## config.mk

```make
export PLATFORM = sky130hd
export DESIGN_NAME = gpio_ports_one_and_two
export DESIGN_NICKNAME = d
export VERILOG_FILES = /design/src/design/gpio_pkg.sv /design/src/design/gpio_ports_one_and_two.sv
export SDC_FILE = /design/constraint.sdc
export NUM_CORES = 1
export LEC_CHECK = 0
export ABC_CLOCK_PERIOD_IN_PS = 3600
export BUFFER_PORTS_ARGS = -buffer_cell sky130_fd_sc_hd__buf_2
export CORE_AREA = 4 4 94 96
export CTS_CLUSTER_SIZE = 24
export DETAILED_ROUTE_END_ITERATION = 12
export DIE_AREA = 0 0 98 100
export PLACE_DENSITY = 0.82
export SLEW_MARGIN = 0
export SYNTH_ARGS = -nofsm -noshare
export SYNTH_HDL_FRONTEND = slang
export SYNTH_SLANG_ARGS = --single-unit
```

## constraint.sdc

```tcl
create_clock -name aclk -period 3.6 [get_ports aclk]
set_input_delay 0 -clock aclk [delete_from_list [all_inputs] [get_ports aclk]]
set_output_delay 0 -clock aclk [all_outputs]
set_load 0.05 [all_outputs]
```

## src/design/gpio_pkg.sv

```systemverilog
// Package: register map, field layout and reset values of the two-port GPIO block
package gpio_pkg;

  // ------------------------------------------------------------------
  // Register byte offsets
  // ------------------------------------------------------------------
  localparam logic [7:0] PORT_ONE_DIRECTION_OFS     = 8'h00;
  localparam logic [7:0] PORT_ONE_OUTPUT_LATCH_OFS  = 8'h04;
  localparam logic [7:0] PORT_ONE_PULLUP_ENABLE_OFS = 8'h08;
  localparam logic [7:0] PORT_TWO_DIRECTION_OFS     = 8'h0C;
  localparam logic [7:0] PORT_TWO_OUTPUT_LATCH_OFS  = 8'h10;
  localparam logic [7:0] PIN_FUNCTION_SELECT_OFS    = 8'h14;

  // ------------------------------------------------------------------
  // Field layout
  // ------------------------------------------------------------------
  localparam logic [7:0] PORT_ONE_PIN_MASK  = 8'hF7;
  localparam logic [7:0] PORT_ONE_RSVD_ONES = 8'h08;
  localparam logic [7:0] PORT_TWO_PIN_MASK  = 8'h07;
  localparam logic [7:0] PORT_TWO_RSVD_ONES = 8'hF8;
  localparam logic [7:0] PIN_FUNCTION_MASK  = 8'h92;
  localparam logic [7:0] PIN_FUNCTION_RSVD  = 8'h08;
  localparam int         FN_IRQ_TRIGGER_BIT = 7;
  localparam int         FN_IRQ_OTHER_BIT   = 4;
  localparam int         FN_TRANSMIT_BIT    = 1;
  localparam int         TRANSMIT_PIN_BIT   = 2;

  // ------------------------------------------------------------------
  // Reset values and bus answers
  // ------------------------------------------------------------------
  localparam logic [7:0] REG_RESET     = 8'h00;
  localparam logic [1:0] RESP_OKAY     = 2'h0;
  localparam logic [1:0] RESP_SLVERR   = 2'h2;

  typedef struct packed {
    logic [7:0] p1_dir;
    logic [7:0] p1_latch;
    logic [7:0] p1_pullup;
    logic [7:0] p2_dir;
    logic [7:0] p2_latch;
    logic [7:0] pin_fn;
  } regs_type;

  typedef struct packed {
    logic       awready;
    logic       wready;
    logic       aw_held;
    logic [7:0] aw_addr;
    logic       w_held;
    logic [31:0] w_data;
    logic [3:0] w_strb;
    logic       bvalid;
    logic [1:0] bresp;
    logic       arready;
    logic       rvalid;
    logic [31:0] rdata;
    logic [1:0] rresp;
  } bus_type;

  typedef struct packed {
    logic [7:0] p1_out;
    logic [7:0] p1_oe;
    logic [7:0] p1_pull;
    logic [7:0] p2_out;
    logic [7:0] p2_oe;
    logic       irq_a;
    logic       irq_c;
    logic       trig;
  } pins_type;

  typedef struct packed {
    regs_type regs;
    bus_type  bus;
    pins_type pins;
  } state_type;

endpackage

```

## src/design/gpio_ports_one_and_two.sv

```systemverilog
// Module: two-port GPIO block with AXI4-Lite register access
`timescale 1ns/1ns
`default_nettype none

// Operation
// - Port-one general pin drives when its direction bit is 1, else input.
// - Port one has pins 7-4 and 2-0; bit 3 is reserved everywhere.
// - Port-one latch holds the value driven on port-one output pins.
// - Port-one latch read returns stored value where direction is 1.
// - Port-one latch read returns live pin level where direction is 0.
// - Bit 3 of port-one latch and pull-up registers reads as 1.
// - Port-one pull-up acts only while the pin is not driven: direction bit 0 or alternate input selected.
// - Input pin pull-up is on when its bit is 1, off when 0.
// - Function bit 7 makes pin 7 interrupt/trigger input; bit 4 makes pin 4 interrupt input.
// - Port two has pins 2-0; direction 1 output, 0 input.
// - Port-two latch holds output value for port-two output pins.
// - Port-two latch read: stored value for outputs, pin level for inputs.
// - Bits 7-3 of the port-two latch read as 1.
// - Pin-function and serial-unit settings override port-two GPIO settings.
// - Function bits 7, 4, 1 select trigger, interrupt and transmit pins.
module gpio_ports_one_and_two (
  // Clock and reset
  input  wire logic        aclk,
  input  wire logic        aresetn,
  // AXI4-Lite write address
  input  wire logic [7:0]  s_axi_awaddr,
  input  wire logic [2:0]  s_axi_awprot,
  input  wire logic        s_axi_awvalid,
  output var  logic        s_axi_awready,
  // AXI4-Lite write data
  input  wire logic [31:0] s_axi_wdata,
  input  wire logic [3:0]  s_axi_wstrb,
  input  wire logic        s_axi_wvalid,
  output var  logic        s_axi_wready,
  // AXI4-Lite write response
  output var  logic [1:0]  s_axi_bresp,
  output var  logic        s_axi_bvalid,
  input  wire logic        s_axi_bready,
  // AXI4-Lite read address
  input  wire logic [7:0]  s_axi_araddr,
  input  wire logic [2:0]  s_axi_arprot,
  input  wire logic        s_axi_arvalid,
  output var  logic        s_axi_arready,
  // AXI4-Lite read data
  output var  logic [31:0] s_axi_rdata,
  output var  logic [1:0]  s_axi_rresp,
  output var  logic        s_axi_rvalid,
  input  wire logic        s_axi_rready,
  // Port-one pins
  input  wire logic [7:0]  port_one_in,
  output var  logic [7:0]  port_one_out,
  output var  logic [7:0]  port_one_oe,
  output var  logic [7:0]  port_one_pullup_on,
  // Port-two pins
  input  wire logic [7:0]  port_two_in,
  output var  logic [7:0]  port_two_out,
  output var  logic [7:0]  port_two_oe,
  // Alternate functions
  output var  logic        ext_interrupt_line_a,
  output var  logic        ext_interrupt_line_c,
  output var  logic        timer_trigger_input,
  input  wire logic        serial_unit_txd,
  input  wire logic        serial_unit_rx_enable,
  input  wire logic        serial_unit_clk_enable,
  input  wire logic        serial_unit_clk_out,
  input  wire logic        serial_unit_clk_oe
);

  // ------------------------------------------------------------------
  // State
  // ------------------------------------------------------------------
  gpio_pkg::state_type state_r;
  gpio_pkg::state_type state_nxt;

  logic [7:0]  rd_byte;
  logic [1:0]  rd_resp;
  logic [7:0]  wr_byte;
  logic        wr_fire;
  logic        wr_hit;
  logic [7:0]  wr_addr;
  logic [7:0]  p1_dir_eff;
  logic [7:0]  p2_dir_eff;

  // ------------------------------------------------------------------
  // Read mux
  // ------------------------------------------------------------------
  always_comb begin
    rd_byte = 8'h00;
    rd_resp = gpio_pkg::RESP_OKAY;
    unique case (s_axi_araddr)
      // Direction registers are write-only and read back as zero
      gpio_pkg::PORT_ONE_DIRECTION_OFS: begin
        rd_byte = 8'h00;
      end
      gpio_pkg::PORT_ONE_OUTPUT_LATCH_OFS: begin
        rd_byte = ((state_r.regs.p1_dir & state_r.regs.p1_latch)
                 | (~state_r.regs.p1_dir & port_one_in))
                 & gpio_pkg::PORT_ONE_PIN_MASK
                 | gpio_pkg::PORT_ONE_RSVD_ONES;
      end
      gpio_pkg::PORT_ONE_PULLUP_ENABLE_OFS: begin
        rd_byte = state_r.regs.p1_pullup | gpio_pkg::PORT_ONE_RSVD_ONES;
      end
      gpio_pkg::PORT_TWO_DIRECTION_OFS: begin
        rd_byte = 8'h00;
      end
      gpio_pkg::PORT_TWO_OUTPUT_LATCH_OFS: begin
        rd_byte = ((state_r.regs.p2_dir & state_r.regs.p2_latch)
                 | (~state_r.regs.p2_dir & port_two_in))
                 & gpio_pkg::PORT_TWO_PIN_MASK
                 | gpio_pkg::PORT_TWO_RSVD_ONES;
      end
      gpio_pkg::PIN_FUNCTION_SELECT_OFS: begin
        rd_byte = state_r.regs.pin_fn | gpio_pkg::PIN_FUNCTION_RSVD;
      end
      default: begin
        rd_resp = gpio_pkg::RESP_SLVERR;
      end
    endcase
  end

  // ------------------------------------------------------------------
  // Write decode
  // ------------------------------------------------------------------
  // Address and data may arrive in either order; both are parked first
  assign wr_fire = state_r.bus.aw_held & state_r.bus.w_held & ~state_r.bus.bvalid;
  assign wr_addr = state_r.bus.aw_addr;
  // Only the low byte lane holds register bits; other lanes are ignored
  assign wr_byte = state_r.bus.w_strb[0] ? state_r.bus.w_data[7:0] : 8'h00;
  assign wr_hit  = (wr_addr == gpio_pkg::PORT_ONE_DIRECTION_OFS)
                 | (wr_addr == gpio_pkg::PORT_ONE_OUTPUT_LATCH_OFS)
                 | (wr_addr == gpio_pkg::PORT_ONE_PULLUP_ENABLE_OFS)
                 | (wr_addr == gpio_pkg::PORT_TWO_DIRECTION_OFS)
                 | (wr_addr == gpio_pkg::PORT_TWO_OUTPUT_LATCH_OFS)
                 | (wr_addr == gpio_pkg::PIN_FUNCTION_SELECT_OFS);

  // ------------------------------------------------------------------
  // Pin function resolution
  // ------------------------------------------------------------------
  always_comb begin
    p1_dir_eff = state_r.regs.p1_dir & gpio_pkg::PORT_ONE_PIN_MASK;
    // Alternate inputs force the pin off the output driver
    if (state_r.regs.pin_fn[gpio_pkg::FN_IRQ_TRIGGER_BIT]) begin
      p1_dir_eff[7] = 1'b0;
    end
    if (state_r.regs.pin_fn[gpio_pkg::FN_IRQ_OTHER_BIT]) begin
      p1_dir_eff[4] = 1'b0;
    end
    p2_dir_eff = state_r.regs.p2_dir & gpio_pkg::PORT_TWO_PIN_MASK;
    // Receive pin 1 becomes input; clock pin 0 follows the serial unit
    if (serial_unit_rx_enable) begin
      p2_dir_eff[1] = 1'b0;
    end
    if (serial_unit_clk_enable) begin
      p2_dir_eff[0] = serial_unit_clk_oe;
    end
    if (state_r.regs.pin_fn[gpio_pkg::FN_TRANSMIT_BIT]) begin
      p2_dir_eff[gpio_pkg::TRANSMIT_PIN_BIT] = 1'b1;
    end
  end

  // ------------------------------------------------------------------
  // Next state
  // ------------------------------------------------------------------
  always_comb begin
    state_nxt = state_r;

    // Write address and data channels
    // Ready stays low from its handshake until the write answer is taken
    state_nxt.bus.awready = ~state_r.bus.aw_held & ~state_r.bus.bvalid;
    state_nxt.bus.wready  = ~state_r.bus.w_held & ~state_r.bus.bvalid;
    if (s_axi_awvalid & state_r.bus.awready) begin
      state_nxt.bus.aw_held = 1'b1;
      state_nxt.bus.aw_addr = s_axi_awaddr;
      state_nxt.bus.awready = 1'b0;
    end
    if (s_axi_wvalid & state_r.bus.wready) begin
      state_nxt.bus.w_held = 1'b1;
      state_nxt.bus.w_data = s_axi_wdata;
      state_nxt.bus.w_strb = s_axi_wstrb;
      state_nxt.bus.wready = 1'b0;
    end

    if (wr_fire) begin
      state_nxt.bus.bvalid  = 1'b1;
      state_nxt.bus.bresp   = wr_hit ? gpio_pkg::RESP_OKAY : gpio_pkg::RESP_SLVERR;
      state_nxt.bus.aw_held = 1'b0;
      state_nxt.bus.w_held  = 1'b0;
      state_nxt.bus.awready = 1'b0;
      state_nxt.bus.wready  = 1'b0;
      if (state_r.bus.w_strb[0]) begin
        unique case (wr_addr)
          gpio_pkg::PORT_ONE_DIRECTION_OFS: begin
            state_nxt.regs.p1_dir = wr_byte & gpio_pkg::PORT_ONE_PIN_MASK;
          end
          gpio_pkg::PORT_ONE_OUTPUT_LATCH_OFS: begin
            state_nxt.regs.p1_latch = wr_byte & gpio_pkg::PORT_ONE_PIN_MASK;
          end
          gpio_pkg::PORT_ONE_PULLUP_ENABLE_OFS: begin
            state_nxt.regs.p1_pullup = wr_byte & gpio_pkg::PORT_ONE_PIN_MASK;
          end
          gpio_pkg::PORT_TWO_DIRECTION_OFS: begin
            state_nxt.regs.p2_dir = wr_byte & gpio_pkg::PORT_TWO_PIN_MASK;
          end
          gpio_pkg::PORT_TWO_OUTPUT_LATCH_OFS: begin
            state_nxt.regs.p2_latch = wr_byte & gpio_pkg::PORT_TWO_PIN_MASK;
          end
          gpio_pkg::PIN_FUNCTION_SELECT_OFS: begin
            state_nxt.regs.pin_fn = wr_byte & gpio_pkg::PIN_FUNCTION_MASK;
          end
          default: begin
            state_nxt.regs = state_r.regs;
          end
        endcase
      end
    end
    if (state_r.bus.bvalid & s_axi_bready) begin
      state_nxt.bus.bvalid  = 1'b0;
      state_nxt.bus.awready = 1'b1;
      state_nxt.bus.wready  = 1'b1;
    end

    // Read channel: one read in flight; arready drops until rdata is taken
    if (s_axi_arvalid & state_r.bus.arready) begin
      state_nxt.bus.arready = 1'b0;
      state_nxt.bus.rvalid  = 1'b1;
      state_nxt.bus.rdata   = {24'h000000, rd_byte};
      state_nxt.bus.rresp   = rd_resp;
    end
    if (state_r.bus.rvalid & s_axi_rready) begin
      state_nxt.bus.rvalid  = 1'b0;
      state_nxt.bus.arready = 1'b1;
    end

    // Pins, registered so every output leaves a flip-flop
    state_nxt.pins.p1_oe   = p1_dir_eff;
    state_nxt.pins.p1_out  = state_r.regs.p1_latch & p1_dir_eff;
    state_nxt.pins.p1_pull = state_r.regs.p1_pullup & ~p1_dir_eff
                           & gpio_pkg::PORT_ONE_PIN_MASK;
    state_nxt.pins.p2_oe   = p2_dir_eff;
    state_nxt.pins.p2_out  = state_r.regs.p2_latch & p2_dir_eff;
    if (state_r.regs.pin_fn[gpio_pkg::FN_TRANSMIT_BIT]) begin
      state_nxt.pins.p2_out[gpio_pkg::TRANSMIT_PIN_BIT] = serial_unit_txd;
    end
    if (serial_unit_clk_enable) begin
      state_nxt.pins.p2_out[0] = serial_unit_clk_out & serial_unit_clk_oe;
    end
    // Alternate inputs idle high when not selected, the lines being active low
    state_nxt.pins.irq_c = state_r.regs.pin_fn[gpio_pkg::FN_IRQ_TRIGGER_BIT]
                         ? port_one_in[7] : 1'b1;
    state_nxt.pins.trig  = state_r.regs.pin_fn[gpio_pkg::FN_IRQ_TRIGGER_BIT]
                         ? port_one_in[7] : 1'b1;
    state_nxt.pins.irq_a = state_r.regs.pin_fn[gpio_pkg::FN_IRQ_OTHER_BIT]
                         ? port_one_in[4] : 1'b1;
  end

  // ------------------------------------------------------------------
  // Registers
  // ------------------------------------------------------------------
  always_ff @(posedge aclk) begin
    if (!aresetn) begin
      state_r <= '0;
      state_r.regs.p1_dir    <= gpio_pkg::REG_RESET;
      state_r.regs.p1_latch  <= gpio_pkg::REG_RESET;
      state_r.regs.p1_pullup <= gpio_pkg::REG_RESET;
      state_r.regs.p2_dir    <= gpio_pkg::REG_RESET;
      state_r.regs.p2_latch  <= gpio_pkg::REG_RESET;
      state_r.regs.pin_fn    <= gpio_pkg::REG_RESET;
      state_r.bus.awready    <= 1'b1;
      state_r.bus.wready     <= 1'b1;
      state_r.bus.arready    <= 1'b1;
      state_r.pins.irq_a     <= 1'b1;
      state_r.pins.irq_c     <= 1'b1;
      state_r.pins.trig      <= 1'b1;
    end else begin
      state_r <= state_nxt;
    end
  end

  // ------------------------------------------------------------------
  // Outputs
  // ------------------------------------------------------------------
  assign s_axi_awready        = state_r.bus.awready;
  assign s_axi_wready         = state_r.bus.wready;
  assign s_axi_bvalid         = state_r.bus.bvalid;
  assign s_axi_bresp          = state_r.bus.bresp;
  assign s_axi_arready        = state_r.bus.arready;
  assign s_axi_rvalid         = state_r.bus.rvalid;
  assign s_axi_rdata          = state_r.bus.rdata;
  assign s_axi_rresp          = state_r.bus.rresp;
  assign port_one_out         = state_r.pins.p1_out;
  assign port_one_oe          = state_r.pins.p1_oe;
  assign port_one_pullup_on   = state_r.pins.p1_pull;
  assign port_two_out         = state_r.pins.p2_out;
  assign port_two_oe          = state_r.pins.p2_oe;
  assign ext_interrupt_line_a = state_r.pins.irq_a;
  assign ext_interrupt_line_c = state_r.pins.irq_c;
  assign timer_trigger_input  = state_r.pins.trig;

endmodule

`default_nettype wire

```

======== Word level (Yosys, flattened, before mapping) ========
Index checks and enable logic that the tools add are counted.
W data, S select, Z words.
storage, ports and cells
  flip-flop bits (word level) ............. 135
  output and inout bits ................... 84
  input bits .............................. 86
  logic and storage cells ................. 98
operators by class
  reduce and logical (&&, ||, !) cells .... 13
  equality and inequality tests ........... 10
  muxes and demuxes ....................... 15
  bitwise logic cells ..................... 31
operators with widths
  operator              number
  $and A8 B8 Y8         4
  $eq A8 B4 Y1 const B  4
  $eq A8 B5 Y1 const B  4
  $pmux W8 S4           1
  $reduce_and A3 Y1     6
  $eq A8 B3 Y1 const B  2
  $logic_not A8 Y1      2
  $not A8 Y8            2
  $and A1 B1 Y1         10
  $mux W1               10
  $and A3 B3 Y3         3
  $mux W9               1
  $or A8 B8 Y8          1
  $reduce_or A2 Y1      3
  $reduce_or A6 Y1      1
  $or A1 B1 Y1          5
  $mux W2               2
  $not A1 Y1            4
  $mux W3               1
  $not A3 Y3            1
  $or A3 B3 Y3          1
  $reduce_and A2 Y1     1

======== Depth between registers and ports, before layout ========
Gate-level depths: netlist (run 1).
  word-level depth ........................ 7
  depth in mapped cells ................... 6
  mapped depth without buffers ............ 4

======== Worst setup path after synthesis (run 1) ========
Ideal clock, no wire load.
  path type ............................... register to register
  from .................................... register state_r, in the netlist wr_addr[5]
  to ...................................... register state_r[154] (netlist name)
  slack ................................... 1970 ps
  data required time ...................... 3476 ps
  data arrival time ....................... 1506 ps
  period minus slack after synthesis ...... 1630 ps
  stages on the path, launching flop included .. 5
  setup time .............................. 124 ps
  path buffers ............................ 0
  path through ............................ dfxtp_1 -> or4_4 -> nor4_4 -> nand3_2 -> mux2i_1
on the way
  longest elaborated chain between the ends .. 2
ends and longest elaborated chain
  item                         line                           source
  start: declaration           gpio_ports_one_and_two.sv:72   gpio_pkg::state_type state_r;
  start signal: assignment     gpio_ports_one_and_two.sv:276  state_r <= state_nxt;
  $eq A8 B4 Y1                 gpio_ports_one_and_two.sv:192  unique case (wr_addr)
  $reduce_and A3 Y1 (no line)  n/a
Every way passes these cells.
A chain may end at the register's enable or synchronous reset.

======== Worst setup path after layout (run 1) ========
  from .................................... register state_r, in the netlist wr_addr[5]
  to ...................................... register state_r[162] (netlist name)
on the way
  longest elaborated chain between the ends .. 2
ends and longest elaborated chain
  item                         line
  $eq A8 B3 Y1                 gpio_ports_one_and_two.sv:192
  $reduce_and A3 Y1 (no line)  n/a
Every way passes these cells.

==> reports/metrics.yaml, run 1 <==
status: "complete, no violations"
vias_per_cell: 4.84
grt_max_degree: 58
dp_hpwl_mm: 6.10
synth_compound_area_share_pct: 9.24
hp-class: "in -> reg"
multiInputGateArea_um2: 1680
cts_buffers: 9
place_congestion: 0.782
dr.pass1.iters: 4
post_cts_resize_count: 0
layout-drive-gt1-share_pct: 23.7
clock_path_buffers: 2
synth_top_area_share_pct: 45.5
ir_worst_vdd_mv: 0.207
routed_wirelength_mm: 8.41
r2r_cells: 4
synthAdderAreaFrac_pct: 0
yosys.cell_types.count: 37
drc: 0
synth_top_family_by_area: "simple AND/OR/NAND/NOR gates"
placed_cell_area_um2: 4130
port_buffers: 90
initial_utilization_pct: 50.3
clock.fmax_mhz: 482
power_uw: 1930
final_antenna_net_count: 0
avgSynthCellArea_um2: 9.46
grt_pass1_wl_mm: 13.7
num_vias: 2962
period_minus_slack_ns: 2.07
io_pins: 170
clock_skew_ns: 0.00448
seq_area_um2: 1840
cp_max_fo: 7
synth.area.mux_share_pct: 10.9
area_growth_pct: 12.8
ys_ff_latch: 92
synthXorXnorAreaFrac_pct: 0
cp.arrival_ns: 2.35
cts_setup_buffers: 0
fillers: 733
worst_pin_slew_ns: 0.901
cp-end-kind: "flop"
power_density_nw_per_um2: 423
synth_area_leader_cell: "dfxtp_1"
n_antenna_cell: 0
grt_pass1_vias: 3024
ys_warn_count: 0
clk_pin_slew_ns: 0.08
finalCritPeriodShare_pct: 57.6
final.setup.tns_ns: 0
setup_viol: 0
critPathLaunchType: "flop"
h-tree-depth: 3
p_leak_uw: 0.00223
synthCells: 428
core_um2: 8050
cts_tree: "built"
worstSetupPathType: "reg -> reg"
grt_setup_unrepaired: "no"
required_ns: 3.88
drv_slew: 0
relSlewSlack_pct: 39.9
finalNetCount: 588
cts_sinks: 92
antenna_found_initial: 0
fin_area_um2: 4570
drtIter0Drc: 137
die_width_um: 98
hold_buffers: 26
synthSimpleGateAreaFrac_pct: 17.7
yosysSeqAreaShare_pct: 45.5
die_h_um: 100
drv_cap: 0
cts_root_buffer: "clkbuf_8"
die_area_um2: 9800
std_cell_rows: 33
hold_depth: 3
routedWlPerCell_um: 13.7
final_util_pct: 56.7
overflow: 0
grtUsageTotal_pct: 17.4
synth.area.top_cells: "dfxtp_1, buf_4, mux2i_1"
hold_viol: 0
clk_latency_ns: 0.36
syn_area_um2: 4050
-- metrics by stage --
| stage | hold slack (ns) | setup WS [ns] | instances |
|---|---|---|---|
| after global placement | 0.208 | 1.55 | 570 |
| final | 0.0155 | 1.53 | 612 |
| after global routing | 0.0330 | 1.34 | 612 |
| after detailed placement | 0.215 | 1.53 | 570 |
| after CTS | 0.00827 | 1.51 | 612 |
| after floorplan | 0.106 | 1.97 | 466 |
-- state kept, by name, indices dropped and copies added, names as in the netlist, 3 cells and up --
register,count
state_r,35
s_axi_rdata,8
wr_addr,8
port_one_oe,7
port_one_out,7
port_one_pullup_on,7
p1_dir_eff,5
port_two_oe,3
port_two_out,3
-- cells by family after synthesis --
logic type | count (synthesis)
muxes | 43
AOI/OAI and AO/OA | 52
DFF | 92
buffers and inverters | 98
other | 1
and+or+nand+nor | 142
-- cell usage after synthesis --
cell type and number:
a22o_1 7, nand3b_1 5, and3b_1 3, mux2_2 8, or4_4 1, and2_1 10, nor4b_2 2, nand2_1 80
o21a_1 1, conb_1 1, nor2b_1 7, o31ai_1 2, nand3_1 4, nor3_1 2, o22ai_1 5, nor2_1 11
buf_2 1, nor4_4 1, nand4_1 2, a31oi_1 1, and4_1 1, nand3_2 1, and3_1 7, nand2b_1 3
a21oi_1 4, buf_4 77, and4b_1 1, buf_6 2, mux2i_1 35, inv_1 6, a21boi_0 19, o21ai_0 4
clkbuf_1 12, nand4b_1 1, o32ai_1 2, dfxtp_1 92, a22oi_1 7
-- layout make-up --
class                      instances  area share, %
tap                              105           2.88
clock buffer                      10           3.01
inverter                           6          0.493
sequential                        92           40.3
multi-input combinational        276           36.7
timing repair buffer             117           15.7
clock inverter                     6          0.849
-- metal layers --
metal,share of wire [%],vias up,global-route usage (%),routed length [um]
li1,-,1469,-,-
met1,40,1376,19.0,3390
met2,51,95,31.8,4290
met3,6.1,22,4.73,510
met4,2.6,0,7.45,219
met5,0,-,0,0
-- power breakdown --
| part | internal, uW | switching [uW] | total, uW | leakage [uW] |
|---|---|---|---|---|
| sequential | 1040 | 15.5 | 1050 | 0.000746 |
| combinational | 73.5 | 188 | 262 | 0.00139 |
| clock | 268 | 352 | 620 | 0.0000885 |
-- path summary, 6_finish.rpt --
path / to / from / slack, ns
setup / recovery: state_r[162] / wr_addr[5] / 1.53
hold / removal: port_two_out[0] / serial_unit_clk_enable / 0.02
setup reg to reg: state_r[162] / wr_addr[5] / 1.53
hold reg to reg: port_one_pullup_on[2] / p1_dir_eff[2] / 0.46
-- worst max-delay path, cell delays in order (launching register included) --
cell and delay, ns:
dfxtp_1 0.32, or4_4 0.56, nor4_4 0.32, nand3b_1 0.49
mux2i_1 0.31
-- cell usage in the layout (no fill, tap or decap), drive strengths merged --
cell type    count
a22o             7
and3             7
nand4            2
nand2           80
o22ai            5
or4              1
o32ai            2
a21oi            4
a31oi            1
nor3             2
nor4             1
nor2b            7
nand3            5
clkinv           3
mux2i           35
clkbuf          10
nor2            11
nor4b            2
o31ai            2
and2            10
nand3b           5
and4b            1
o21ai            4
and3b            3
clkinvlp         2
and4             1
a21boi          19
conb            39
dlygate4sd3     26
buf             91
nand4b           1
o21a             1
a22oi            7
dfxtp           92
mux2             8
nand2b           3
inv              7
(Power assumes the default switching activity.)
==> run 2: changes to the inputs <==
- ABC_CLOCK_PERIOD_IN_PS: 3600 -> 1700
- CORE_AREA: 4 4 94 96 -> 4 4 103 105
- DIE_AREA: 0 0 98 100 -> 0 0 107 109
- PLACE_DENSITY: 0.82 -> 0.72
- clock period: 3.6 -> 1.7 ns (I/O delays scaled with it)
==> reports/metrics.yaml, run 2 (same netlist as run 1, synthesis figures left out) <==
clock.fmax_mhz: 592
std_cell_rows: 36
hp-class: "in -> reg"
place_congestion: 0.812
regMostFlops: "state_r"
min_delay_worst_endpoint: "wr_addr[1]"
setup_viol: 0
period_minus_slack_ns: 1.69
grt_max_degree: 32
layout-drive-gt1-share_pct: 25.0
rrSetupSlack_ns: 0.01
worst_pin_slew_ns: 0.549
final.setup.tns_ns: 0
cp_max_fo: 7
hold_depth: 4
routedWlPerCell_um: 13.1
port_buffers: 90
core_um2: 9640
r2r_start: "wr_addr[5]"
holdWs_ns: 0.109
hold_viol: 0
dp_hpwl_mm: 6.36
antenna_found_initial: 0
grt_setup_unrepaired: "yes"
finalCritPeriodShare_pct: 99.4
num_vias: 2941
largest_register_ffs: 35
die_width_um: 107
grt_pass1_vias: 2865
cts_root_buffer: "clkbuf_8"
final_common_cell: "dfxtp_1"
ir_worst_vdd_mv: 0.363
drv_cap: 0
clock_path_buffers: 2
cts_sinks: 92
cp-end-kind: "flop"
initial_utilization_pct: 42.0
critPathLaunchType: "flop"
dr.pass1.iters: 5
cp.arrival_ns: 1.92
grt_pass1_wl_mm: 13.4
drv_slew: 0
finalNetCount: 600
required_ns: 1.93
clk_pin_slew_ns: 0.09
final_antenna_net_count: 0
grtUsageTotal_pct: 14.8
vias_per_cell: 4.51
fillers: 931
relSlewSlack_pct: 63.4
reg2reg_to: "p1_dir_eff[1]"
n_antenna_cell: 0
power_density_nw_per_um2: 945
status: "complete, no violations"
power_uw: 4520
h-tree-depth: 3
drtIter0Drc: 106
cts_tree: "built"
clk_latency_ns: 0.36
area_growth_pct: 18.0
cts_buffers: 9
die_area_um2: 11700
r2r_cells: 6
p_leak_uw: 0.00232
layout_common_cells: "dfxtp_1, buf_2, nand2_1, conb_1, mux2i_1"
overflow: 0
drc: 0
worstSetupPathType: "reg -> reg"
routed_wirelength_mm: 8.54
io_pins: 170
clock_skew_ns: 0.00808
hp-start: "s_axi_awvalid"
die_h_um: 109
[run 2: repair_timing]
| item | in CTS | in global routing |
|---|---|---|
| cloned | 0 | 0 |
| pin swaps | 2 | 1 |
| endpoints found under the hold margin | 28 | 0 |
| buffers inserted | 0 | 2 |
| setup endpoints to repair | 24 | 26 |
| resized for setup | 3 | 1 |
| hold buffers | 28 | 0 |
[run 2: cell type report]
cell class	instances	area (um^2)	area share (%)
clock buffer	10	128	2.67
inverter	6	22.5	0.471
multi-input combinational	276	1690	35.4
clock inverter	6	111	2.33
sequential	92	1840	38.5
timing repair buffer	129	821	17.2
tap	133	166	3.48
[run 2: worst max-delay path, stage by stage, from the launching register on]
cell and delay, ns:
dfxtp_1 0.32, or4_4 0.55, nor4_4 0.14, buf_4 0.18
nand3b_1 0.09, buf_6 0.17, mux2i_1 0.12
[run 2: how the worst max path moves through the flow]
stage / from / endpoint / cells past startpoint
2_1_floorplan: wr_addr[5] / state_r[154] / 4
3_3_place_gp: wr_addr[5] / state_r[155] / 4
3_5_place_dp: wr_addr[5] / state_r[158] / 4
4_1_cts: wr_addr[5] / p1_dir_eff[1] / 5
5_1_grt: wr_addr[5] / state_r[174] / 6
6_report: wr_addr[5] / p1_dir_eff[1] / 6
[run 2: per-layer routing]
| layer | track usage [%] | share of wire, % | vias to the layer above | wire, um |
|---|---|---|---|---|
| met2 | 25.5 | 52 | 90 | 4430 |
| li1 | - | - | 1505 | - |
| met4 | 4.84 | 0.76 | 0 | 65 |
| met5 | 0 | 0 | - | 0 |
| met1 | 17.6 | 42 | 1338 | 3580 |
| met3 | 4.68 | 5.5 | 8 | 471 |
[run 2: metrics by stage]
stage,cell area (um^2),setup WS (ns),cells,utilization [%]
floorplan,4190,0.0696,466,-
global placement,4230,-0.0396,606,43.8
detailed placement,4230,-0.0841,606,43.8
CTS,4760,-0.0148,650,49.4
global route,4780,-0.0567,652,49.6
finish,4780,0.0107,652,49.6
[run 2: power by group]
part | internal, uW | switching [uW]
clock | 979 | 742
sequential | 2200 | 32.9
combinational | 166 | 399
